`src/rtl/timer_evt_cmp_defines.vh`:
```
// Register map, field positions, reset values and widths of the event and compare block
`ifndef TIMER_EVT_CMP_DEFINES_VH
`define TIMER_EVT_CMP_DEFINES_VH

// Byte offsets of the Avalon-MM registers
`define OFF_EVENT_FLAG_STATUS    8'h10
`define OFF_SOFTWARE_EVENT_TRIG  8'h14
`define OFF_CHAN_PAIR_CTL_LOW    8'h18
`define OFF_CAPCMP_VALUE0        8'h34
`define OFF_CAPCMP_VALUE1        8'h38

// Event flag status bits
`define BIT_UPDATE_FLAG          0
`define BIT_CAPCMP_FLAG0         1
`define BIT_TRIGGER_FLAG         6
`define BIT_OVERCAPTURE_FLAG0    9

// Software event trigger bits
`define BIT_UPDATE_GEN           0
`define BIT_CAPCMP_GEN0          1
`define BIT_TRIGGER_GEN          6

// Channel pair control field positions, relative to the channel base
`define CHAN_FIELD_STRIDE        8
`define FLD_MODE_SELECT          0
`define FLD_SHADOW_ENABLE        3
`define FLD_OUTPUT_CONTROL       4
`define FLD_CLEAR_ENABLE         7

// Channel mode and compare output control encodings
`define MODE_OUTPUT              2'b00
`define OCTL_TIMING              3'b000
`define OCTL_SET_ON_MATCH        3'b001
`define OCTL_CLEAR_ON_MATCH      3'b010
`define OCTL_TOGGLE_ON_MATCH     3'b011
`define OCTL_FORCE_LOW           3'b100
`define OCTL_FORCE_HIGH          3'b101
`define OCTL_PWM0                3'b110
`define OCTL_PWM1                3'b111

// Widths and reset values
`define COUNTER_WIDTH            16
`define CHAN_PAIR_CTL_RESET      16'h0000
`define CAPCMP_VALUE_RESET       16'h0000

`endif

```
`src/rtl/timer_evt_cmp.v`:
```
// Timer event flags, software events and output compare control for channels 0 and 1
//
// Local design decision: register access over Avalon-MM.
`timescale 1ns/1ps
`include "timer_evt_cmp_defines.vh"

// Summary of operation
// - Capture on set channel flag raises overcapture
// - Pause mode: both trigger edges are events
// - Pause mode gates counter clock by trigger
// - Trigger flag set by hardware, cleared writing zero
// - Channel flag set on capture or compare
// - Input mode: reading capture value clears flag
// - Update flag set on update, software clears
// - Trigger generation sets flag, requests, self-clears
// - Channel generation: flag, capture, overcapture
// - Update generation clears or reloads counter, prescaler
// - Mode encoding; writable only while channel disabled
// - Compare clear forces prepare low on trigger
// - Prepare active high; outputs use polarity
// - Codes 000-011: hold, set, clear, toggle
// - Code 100 forces low, 101 forces high
// - PWM mode 0 levels by count direction
// - PWM mode 1 levels by count direction
// - PWM level changes only with compare result
// - Shadow enabled: compare loads at update event, except one coinciding with a value write
module timer_evt_cmp (
    // Clock and reset
    input  wire                       clk_i,
    input  wire                       rst_b_i,
    // Avalon-MM slave
    input  wire [7:0]                 address_i,
    input  wire                       read_i,
    input  wire                       write_i,
    input  wire [3:0]                 byteenable_i,
    input  wire [31:0]                writedata_i,
    output reg  [31:0]                readdata_o,
    output reg                        waitrequest_o,
    // Counter core
    input  wire [`COUNTER_WIDTH-1:0]  counter_value_i,
    input  wire                       count_down_i,
    input  wire                       center_aligned_i,
    input  wire                       update_event_i,
    output reg                        counter_clear_o,
    output reg                        counter_reload_o,
    output reg                        prescaler_clear_o,
    output reg                        counter_clock_enable_o,
    // Slave mode and trigger
    input  wire                       pause_mode_i,
    input  wire                       trigger_in_i,
    input  wire                       filtered_external_trigger_i,
    output reg                        trigger_event_o,
    output reg                        update_event_o,
    // Channels
    input  wire [1:0]                 capture_event_i,
    input  wire [1:0]                 chan_output_enable_i,
    input  wire [1:0]                 primary_polarity_i,
    input  wire [1:0]                 complementary_polarity_i,
    output reg  [1:0]                 capcmp_event_o,
    output reg  [1:0]                 output_prepare_signal_o,
    output reg  [1:0]                 chan_out_o,
    output reg  [1:0]                 chan_out_n_o
);

    ////////////////////////////////////////////////////////////////////////////////
    // Byte lane mask for writes
    function [31:0] lane_mask;
        input [3:0] be;
        begin
            lane_mask = {{8{be[3]}}, {8{be[2]}}, {8{be[1]}}, {8{be[0]}}};
        end
    endfunction

    // Write-zero-to-clear decode of one status bit
    function clear_by_zero;
        input        wr;
        input [31:0] mask;
        input [31:0] data;
        input integer pos;
        begin
            clear_by_zero = wr & mask[pos] & ~data[pos];
        end
    endfunction

    ////////////////////////////////////////////////////////////////////////////////
    // Bus slave: waitrequest drops one cycle after a request, access taken then
    wire        access       = (read_i | write_i) & ~waitrequest_o;
    wire        rd_acc       = read_i & access;
    wire        wr_acc       = write_i & access;
    wire [31:0] wmask        = lane_mask(byteenable_i);
    wire        wr_flags     = wr_acc & (address_i == `OFF_EVENT_FLAG_STATUS);
    wire        wr_swevt     = wr_acc & (address_i == `OFF_SOFTWARE_EVENT_TRIG);
    wire        wr_ctl       = wr_acc & (address_i == `OFF_CHAN_PAIR_CTL_LOW);

    reg  [15:0] chan_pair_control_low;
    reg         update_event_flag;
    reg         trigger_event_flag;
    reg  [1:0]  chan_capcmp_flag;
    reg  [1:0]  chan_overcapture_flag;
    reg         trigger_d;
    wire [15:0] ccv_shadow0;
    wire [15:0] ccv_shadow1;

    // Software generation bits act in the accept cycle and are never stored
    wire        update_gen_bit  = wr_swevt & wmask[`BIT_UPDATE_GEN] &
                                  writedata_i[`BIT_UPDATE_GEN];
    wire        trigger_gen_bit = wr_swevt & wmask[`BIT_TRIGGER_GEN] &
                                  writedata_i[`BIT_TRIGGER_GEN];
    wire [1:0]  chan_capcmp_gen_bit = {2{wr_swevt}} &
                                  wmask[`BIT_CAPCMP_GEN0+1:`BIT_CAPCMP_GEN0] &
                                  writedata_i[`BIT_CAPCMP_GEN0+1:`BIT_CAPCMP_GEN0];

    wire [31:0] status_word;
    assign status_word = {21'h000000, chan_overcapture_flag, 2'b00, trigger_event_flag,
                          3'b000, chan_capcmp_flag, update_event_flag};

    reg  [31:0] next_readdata;
    always @* begin
        case (address_i)
            `OFF_EVENT_FLAG_STATUS:   next_readdata = status_word;
            `OFF_SOFTWARE_EVENT_TRIG: next_readdata = 32'h00000000;
            `OFF_CHAN_PAIR_CTL_LOW:   next_readdata = {16'h0000, chan_pair_control_low};
            `OFF_CAPCMP_VALUE0:       next_readdata = {16'h0000, ccv_shadow0};
            `OFF_CAPCMP_VALUE1:       next_readdata = {16'h0000, ccv_shadow1};
            default:                  next_readdata = 32'h00000000;
        endcase
    end

    always @(posedge clk_i or negedge rst_b_i) begin
        if (!rst_b_i) begin
            waitrequest_o <= 1'b1;
            readdata_o    <= 32'h00000000;
        end else begin
            if ((read_i | write_i) & waitrequest_o) begin
                waitrequest_o <= 1'b0;
                readdata_o    <= read_i ? next_readdata : 32'h00000000;
            end else begin
                waitrequest_o <= 1'b1;
            end
        end
    end

    ////////////////////////////////////////////////////////////////////////////////
    // Channel pair control; mode fields frozen while the channel is enabled
    reg [15:0] next_ctl;
    always @* begin
        next_ctl = (chan_pair_control_low & ~wmask[15:0]) | (writedata_i[15:0] & wmask[15:0]);
        if (chan_output_enable_i[0]) begin
            next_ctl[1:0] = chan_pair_control_low[1:0];
        end
        if (chan_output_enable_i[1]) begin
            next_ctl[9:8] = chan_pair_control_low[9:8];
        end
    end

    always @(posedge clk_i or negedge rst_b_i) begin
        if (!rst_b_i) begin
            chan_pair_control_low <= `CHAN_PAIR_CTL_RESET;
        end else if (wr_ctl) begin
            chan_pair_control_low <= next_ctl;
        end
    end

    ////////////////////////////////////////////////////////////////////////////////
    // Trigger and update events
    wire trig_rise = trigger_in_i & ~trigger_d;
    wire trig_fall = ~trigger_in_i & trigger_d;
    wire hw_trigger = trig_rise | (pause_mode_i & trig_fall);
    wire trigger_evt = hw_trigger | trigger_gen_bit;
    wire update_evt = update_event_i | update_gen_bit;

    always @(posedge clk_i or negedge rst_b_i) begin
        if (!rst_b_i) begin
            trigger_d              <= 1'b0;
            trigger_event_flag     <= 1'b0;
            update_event_flag      <= 1'b0;
            trigger_event_o        <= 1'b0;
            update_event_o         <= 1'b0;
            counter_clear_o        <= 1'b0;
            counter_reload_o       <= 1'b0;
            prescaler_clear_o      <= 1'b0;
            counter_clock_enable_o <= 1'b1;
        end else begin
            trigger_d <= trigger_in_i;
            // Set wins over a simultaneous software clear
            trigger_event_flag <= trigger_evt | (trigger_event_flag &
                ~clear_by_zero(wr_flags, wmask, writedata_i, `BIT_TRIGGER_FLAG));
            update_event_flag <= update_evt | (update_event_flag &
                ~clear_by_zero(wr_flags, wmask, writedata_i, `BIT_UPDATE_FLAG));
            trigger_event_o <= trigger_evt;
            update_event_o  <= update_evt;
            counter_clear_o   <= update_gen_bit & (~count_down_i | center_aligned_i);
            counter_reload_o  <= update_gen_bit & count_down_i & ~center_aligned_i;
            prescaler_clear_o <= update_gen_bit;
            counter_clock_enable_o <= pause_mode_i ? trigger_in_i : 1'b1;
        end
    end

    ////////////////////////////////////////////////////////////////////////////////
    // Per-channel capture, compare and output prepare logic
    wire [31:0] shadow_bus;
    assign ccv_shadow0 = shadow_bus[15:0];
    assign ccv_shadow1 = shadow_bus[31:16];

    genvar ch;
    generate
        for (ch = 0; ch < 2; ch = ch + 1) begin : g_chan
            localparam integer BASE = ch * `CHAN_FIELD_STRIDE;
            wire [1:0] mode  = chan_pair_control_low[BASE+`FLD_MODE_SELECT +: 2];
            wire [2:0] octl  = chan_pair_control_low[BASE+`FLD_OUTPUT_CONTROL +: 3];
            wire       shen  = chan_pair_control_low[BASE+`FLD_SHADOW_ENABLE];
            wire       clren = chan_pair_control_low[BASE+`FLD_CLEAR_ENABLE];
            wire       in_mode = (mode != `MODE_OUTPUT);
            wire [7:0] ccv_addr = (ch == 0) ? `OFF_CAPCMP_VALUE0 : `OFF_CAPCMP_VALUE1;

            reg  [15:0] shadow;
            reg  [15:0] active;
            reg         match_d;

            wire match   = (counter_value_i == active);
            wire cmp_evt = ~in_mode & match & ~match_d;
            wire cap_evt = in_mode & (capture_event_i[ch] | chan_capcmp_gen_bit[ch]);
            wire set_flag = cap_evt | cmp_evt | chan_capcmp_gen_bit[ch];
            wire rd_clr  = rd_acc & (address_i == ccv_addr) & in_mode;
            wire wr_ccv  = wr_acc & (address_i == ccv_addr) & ~in_mode;
            wire [15:0] ccv_wdata = (shadow & ~wmask[15:0]) | (writedata_i[15:0] & wmask[15:0]);
            wire clr_flag = clear_by_zero(wr_flags, wmask, writedata_i, `BIT_CAPCMP_FLAG0 + ch);
            wire clr_ovc  = clear_by_zero(wr_flags, wmask, writedata_i,
                                          `BIT_OVERCAPTURE_FLAG0 + ch);
            wire pwm_high = count_down_i ? (counter_value_i <= active)
                                         : (counter_value_i < active);

            reg next_prep;
            always @* begin
                next_prep = output_prepare_signal_o[ch];
                case (octl)
                    `OCTL_TIMING:          next_prep = output_prepare_signal_o[ch];
                    `OCTL_SET_ON_MATCH:    if (cmp_evt) next_prep = 1'b1;
                    `OCTL_CLEAR_ON_MATCH:  if (cmp_evt) next_prep = 1'b0;
                    `OCTL_TOGGLE_ON_MATCH: if (cmp_evt) next_prep = ~next_prep;
                    `OCTL_FORCE_LOW:       next_prep = 1'b0;
                    `OCTL_FORCE_HIGH:      next_prep = 1'b1;
                    // Level follows the compare result only, so it moves only on change
                    `OCTL_PWM0:            next_prep = pwm_high;
                    `OCTL_PWM1:            next_prep = ~pwm_high;
                    default:               next_prep = output_prepare_signal_o[ch];
                endcase
                if (clren & filtered_external_trigger_i) begin
                    next_prep = 1'b0;
                end
            end

            always @(posedge clk_i or negedge rst_b_i) begin
                if (!rst_b_i) begin
                    shadow                      <= `CAPCMP_VALUE_RESET;
                    active                      <= `CAPCMP_VALUE_RESET;
                    match_d                     <= 1'b0;
                    chan_capcmp_flag[ch]        <= 1'b0;
                    chan_overcapture_flag[ch]   <= 1'b0;
                    capcmp_event_o[ch]          <= 1'b0;
                    output_prepare_signal_o[ch] <= 1'b0;
                    chan_out_o[ch]              <= 1'b0;
                    chan_out_n_o[ch]            <= 1'b1;
                end else begin
                    match_d <= match;
                    if (cap_evt) begin
                        shadow <= counter_value_i;
                        active <= counter_value_i;
                    end else if (wr_ccv) begin
                        shadow <= ccv_wdata;
                        if (!shen) begin
                            active <= ccv_wdata;
                        end
                    end else if (update_evt & shen & ~in_mode) begin
                        active <= shadow;
                    end
                    chan_capcmp_flag[ch] <= set_flag |
                        (chan_capcmp_flag[ch] & ~rd_clr & ~clr_flag);
                    chan_overcapture_flag[ch] <= (cap_evt & chan_capcmp_flag[ch]) |
                        (chan_overcapture_flag[ch] & ~clr_ovc);
                    capcmp_event_o[ch]          <= set_flag;
                    output_prepare_signal_o[ch] <= next_prep;
                    chan_out_o[ch]   <= next_prep ^ primary_polarity_i[ch];
                    chan_out_n_o[ch] <= ~next_prep ^ complementary_polarity_i[ch];
                end
            end

            assign shadow_bus[16*ch +: 16] = shadow;
        end
    endgenerate

endmodule // timer_evt_cmp

```
`config.mk`:
```
export PLATFORM = sky130hd
export DESIGN_NAME = timer_evt_cmp
export DESIGN_NICKNAME = d
export VERILOG_FILES = /design/src/rtl/timer_evt_cmp.v
export VERILOG_INCLUDE_DIRS = /design/src /design/src/rtl
export SDC_FILE = /design/constraint.sdc
export NUM_CORES = 1
export LEC_CHECK = 0
export ABC_AREA = 1
export BUFFER_PORTS_ARGS = -buffer_cell sky130_fd_sc_hd__buf_2
export CORE_MARGIN = 5
export CORE_UTILIZATION = 45
export CTS_BUF_LIST = sky130_fd_sc_hd__clkbuf_4 sky130_fd_sc_hd__clkbuf_8 sky130_fd_sc_hd__clkbuf_16
export DETAILED_ROUTE_END_ITERATION = 8
export GPL_ROUTABILITY_DRIVEN = 0
export PLACE_DENSITY = 0.65
export SLEW_MARGIN = 0
export SYNTH_ARGS = -nofsm -noshare
export SYNTH_HDL_FRONTEND = slang
export SYNTH_SLANG_ARGS = --single-unit
```
`constraint.sdc`:
```
create_clock -name clk_i -period 3.25 [get_ports clk_i]
set_input_delay 0.65 -clock clk_i [delete_from_list [all_inputs] [get_ports clk_i]]
set_output_delay 0.65 -clock clk_i [all_outputs]
set_load 0.1 [all_outputs]
```
* Word-level counts from Yosys, hierarchy flattened
Index checks and enable logic that the tools add are counted.
** Storage, ports and cells
- Register bits :: 136
- Output and inout bits :: 47
- Logic and storage cells :: 215
** Cells by class
- Magnitude comparators :: 4
- Equality and inequality tests :: 23
- Multiplexer cells :: 28
- Bitwise gates (word level) :: 116
- Reduce and logical (&&, ||, !) cells :: 12
** Operators by type and width (count)
- $mux 16 :: 12
- $and 16x16->16 :: 4
- $pmux 16 s4 :: 1
- $and 1x1->1 :: 54
- $or 16x16->16 :: 3
- $eq 16x16->1 :: 2
- $le 16x16->1 :: 2
- $lt 16x16->1 :: 2
- $mux 32 :: 1
- $not 1->1 :: 31
- $eq 3x3->1 const B :: 8
- $eq 8x5->1 const B :: 3
- $or 1x1->1 :: 17
- $eq 8x6->1 const B :: 2
- $not 16->16 :: 1
- $pmux 1 s8 :: 2
- $eq 3x2->1 const B :: 4
- $mux 1 :: 12
- $reduce_and 2->1 :: 4
- $reduce_bool 2->1 :: 4
- $eq 3x1->1 const B :: 2
- $logic_not 3->1 :: 2
- $ne 3x3->1 const B :: 2
- $reduce_bool 3->1 :: 2
- 2 further kinds :: 6

* Logic depth before layout (Yosys ltp)
- Depth after elaboration :: 12
- Mapped depth :: 17

* Worst setup path before layout
Ideal clock, no wire load.
- Kind :: input port to flip-flop
- Start point :: in counter_value_i[15]
- End point :: reg chan_out_o[0]
- Arrival time :: 2.341 ns
- Required time :: 3.185 ns
- Slack :: 0.844 ns
- Cell stages on the path :: 14
- Path buffers :: 0
- Path through :: ha_1 -> nand2_1 -> nor2_1 -> nand4_1 -> nor2_1 -> nand2_1 -> ha_1 -> nand3_1 -> o211ai_1 -> a21oi_1 -> nand4_1 -> nand2_1 -> nand2_1 -> nand2_1
** On the way
- Cells in the longest elaborated chain, start to end :: 7
- Elaborated cells on any way between the ends :: 13
- Those cells by class :: order compare: 2; eq/ne: 1; mux: 6; bitwise: 4
** Ends and longest elaborated chain
- start: declaration :: line timer_evt_cmp.v:40 : input wire [`COUNTER_WIDTH-1:0] counter_value_i,
- $eq 16x16->1 * :: line timer_evt_cmp.v:220 : wire match = (counter_value_i == active);
- named net g_chan[0].match :: line timer_evt_cmp.v:220
- $and 1x1->1 * (2 in series) :: line timer_evt_cmp.v:221 : wire cmp_evt = ~in_mode & match & ~match_d;
- $mux 1, on equally long branches :: line timer_evt_cmp.v:240, timer_evt_cmp.v:238, timer_evt_cmp.v:239
- $pmux 1 s8 * :: line timer_evt_cmp.v:236 : case (octl)
- $mux 1 * :: line timer_evt_cmp.v:248 : if (clren & filtered_external_trigger_i) begin
- $xor 1x1->1 * :: line timer_evt_cmp.v:283 : chan_out_o[ch] <= next_prep ^ primary_polarity_i[ch];
- end signal: indexed assignment :: line timer_evt_cmp.v:283
- end: declaration :: line timer_evt_cmp.v:61 : output reg [1:0] chan_out_o,
The timed path passes the listed nets; every way through them passes the cells marked *.
A chain may end at the register's enable or synchronous reset.

* Worst setup path after layout
- Start point :: in counter_value_i[15]
- End point :: reg chan_out_n_o[0]
** On the way
- Cells in the longest elaborated chain, start to end :: 8
- Elaborated cells on any way between the ends :: 14
- Those cells by class :: order compare: 2; eq/ne: 1; mux: 6; bitwise: 5
** Ends and longest elaborated chain
- $eq 16x16->1 * :: line timer_evt_cmp.v:220
- named net g_chan[0].match :: line timer_evt_cmp.v:220
- $and 1x1->1 * (2 in series) :: line timer_evt_cmp.v:221
- $mux 1, on equally long branches :: line timer_evt_cmp.v:240, timer_evt_cmp.v:238, timer_evt_cmp.v:239
- $pmux 1 s8 * :: line timer_evt_cmp.v:236
- $mux 1 * :: line timer_evt_cmp.v:248
- $not 1->1 * :: line timer_evt_cmp.v:284 : chan_out_n_o[ch] <= ~next_prep ^ complementary_polarity_i[ch];
- $xor 1x1->1 * :: line timer_evt_cmp.v:284
- end signal: indexed assignment :: line timer_evt_cmp.v:284
- end: declaration :: line timer_evt_cmp.v:62 : output reg [1:0] chan_out_n_o
Marks and branches as above.

==> flow_metrics.tcl <==
set metrics [dict create \
    status "complete, no violations" \
    cts-root-buf "clkbuf_16" \
    initial_core_util 0.458 \
    hold_class "input pin to async pin" \
    fin_crit_sh 0.817 \
    design.die.area_mm2 0.0180 \
    antennaDiodeCount 0 \
    cts_setup_buffers 0 \
    vias 6051 \
    placed_area_mm2 0.00752 \
    drtIter0Drc 472 \
    cp.arrival_ps 3010 \
    setup_violations 0 \
    seqCellArea_mm2 0.00301 \
    fin_area_mm2 0.00810 \
    ys_types 35 \
    ys_warn_count 0 \
    die_w_um 134 \
    finalCriticalPeriod_ps 2660 \
    r2r.worst_path.cells 15 \
    ys_ff_latch 120 \
    tns_ps 0 \
    areaGrowthSynthToFinish_pct 16.6 \
    antenna_left 0 \
    path_common_cell "nand2_1" \
    path_cells "buf_2 -> ha_1 -> nand2_1 -> nor2_1 -> nand4_1 -> nor2_1 -> nand2_1 -> ha_1 -> nand3_1 -> o211ai_1 -> a21oi_1 -> nand4_1 -> nand2_1 -> nand2_1 -> nand2_1" \
    grt_pass1_vias 5697 \
    synth.top_cells.by_area "dfrtp_1 42%, nand2_1 17%, o21ai_0 7.3%" \
    yosys-top-cells-count "309 x nand2_1, 121 x inv_1, 116 x dfrtp_1" \
    synth_async_sr_flop_share 1.00 \
    cts.path.max_buffers 2 \
    route.detailed.drc 0 \
    synth_cells 914 \
    die_y_um 134 \
    path_class "input pin to flip-flop" \
    cts_inserted_buffers 17 \
    cts_resized 0 \
    maxCapViolCount 0 \
    hold_viol 0 \
    cp-end-kind "flip-flop" \
    grt_max_degree 74 \
    avgSynthCellArea_um2 7.60 \
    synth_top_area_cell "dfrtp_1" \
    crit_required_ps 3610 \
    drt_first_pass_iters 6 \
    timing.rr.end "chan_out_n_o[0]$_DFF_PN1_" \
    clock.fmax_mhz 376 \
    vdd_drop_max_mv 0.381 \
    grt_usage 0.203 \
    grt_pass1_wl_um 29100 \
    cts.sinks 120 \
    io_pins 125 \
    avgRoutedWirePerCell_um 14.6 \
    max_stage_delay_ps 310 \
    cts_tree "built" \
    p_leak_nw 4.37 \
    synthFlopType "dfrtp_1" \
    core_area_mm2 0.0151 \
    yosysTopAreaCellShare 0.418 \
    cts_hold_buf 0 \
    timing.critical_path.buf_inv 1 \
    cts.htree.levels 4 \
    insertion_delay_ps 420 \
    ys_seq_area_frac 0.433 \
    power_density_mw_per_mm2 495 \
    r2r_start "g_chan[0].active[15]$_DFFE_PN0P_" \
    synth_area_mm2 0.00694 \
    yosysMostFrequentCell "nand2_1" \
    final_max_slew_viol_count 0 \
    synth_edf_count 0 \
    io_buffer_count 90 \
    via_per_inst 5.00 \
    skew_ps 7.40 \
    antenna_found_initial 0 \
    cp_top_family "simple AND/OR/NAND/NOR gates" \
    ff2ff_setup_slack_ps 600 \
    drive_gt1_frac 0.165 \
    crit_path_start_kind "input pin" \
    rsz0062_at_grt "false" \
    routed_wl_um 17600 \
    n_fill_cell 1465 \
    multiInputGateArea_mm2 0.00324 \
    crit_fanout 4 \
    clk_pin_slew_ps 50 \
    cp_slowest_cell "ha_1" \
    rows 45 \
    gr-total-overflow 0 \
    nets 1122 \
    dp_hpwl_um 13300 \
]
[power breakdown]
group / switching (mW) / internal (mW)
Combinational: 0.442 / 0.153
Sequential: 0.0299 / 1.57
Clock: 0.631 / 1.19
Total: 1.10 / 2.91
[cells in the final DEF (no fill, tap or decap), types with 4 or more instances in the layout]
cell       Yosys  final
clkbuf_16      0     17
dfrtp_1      116    116
ha_1          36     36
inv_1        121    121
clkbuf_8       0      4
nor3_1         9      9
nor2_1        31     31
nand2_2        5      5
buf_4         23     15
o21ai_0      101    101
dfstp_2        4      4
mux2_2         5      5
o22ai_1       18     18
nand2_1      309    309
nand3_1       50     50
nand4_1       10     10
a21oi_1       24     24
buf_2          5     89
clkbuf_4       0      7
conb_1         1     16
[cells by family (layout without fill, tap and decap cells)]
| kind of cell | after synthesis | after routing | share of synthesized area |
|---|---|---|---|
| compound gates | 158 | 158 | 0.126 |
| flops | 120 | 120 | 0.433 |
| simple gates | 426 | 426 | 0.259 |
| other cells | 1 | 16 | 0.000540 |
| buf+inv | 168 | 260 | 0.108 |
| fa+ha+maj | 36 | 36 | 0.0649 |
| mux | 5 | 5 | 0.00811 |
[worst max-delay path by stage]
| stage | from | end | slack (ps) | cells past startpoint |
|---|---|---|---|---|
| 6_report | counter_value_i[15] | chan_out_n_o[0]$_DFF_PN1_ | 590 | 15 |
| 5_1_grt | g_chan[1].active[15]$_DFFE_PN0P_ | chan_out_o[1]$_DFF_PN0_ | 300 | 15 |
| 4_1_cts | g_chan[1].active[15]$_DFFE_PN0P_ | chan_out_n_o[1]$_DFF_PN1_ | 590 | 15 |
| 3_5_place_dp | counter_value_i[15] | chan_out_n_o[1]$_DFF_PN1_ | 180 | 15 |
| 3_3_place_gp | counter_value_i[15] | chan_out_o[1]$_DFF_PN0_ | 220 | 15 |
| 2_1_floorplan | counter_value_i[15] | chan_out_o[0]$_DFF_PN0_ | 840 | 14 |
[per-stage QoR]
step | instances | setup WS (ps) | util | power, mW | hold slack [ps]
global route | 1209 | 304 | 0.535 | 4.19 | 178
global placement | 1177 | 220 | 0.497 | 2.21 | 453
detailed placement | 1177 | 179 | 0.497 | 2.22 | 459
floorplan | 929 | 844 | - | 2.06 | 354
finish | 1209 | 594 | 0.535 | 4.01 | 145
CTS | 1209 | 588 | 0.535 | 4.04 | 152
[cell type report]
type,count,area share
Clock buffer,28,0.0658
Clock inverter,4,0.00556
Inverter,123,0.0570
Multi-Input combinational cell,641,0.400
Sequential cell,120,0.371
Tap cell,188,0.0290
Timing Repair Buffer,105,0.0714
[per-layer routing]
layer,vias up,share of wire,GRT usage
met3,32,0.054,0.0375
met4,0,0.017,0.0673
met5,-,0,0
li1,3097,-,-
met1,2757,0.48,0.288
met2,165,0.45,0.315
(Power assumes the default switching activity.)
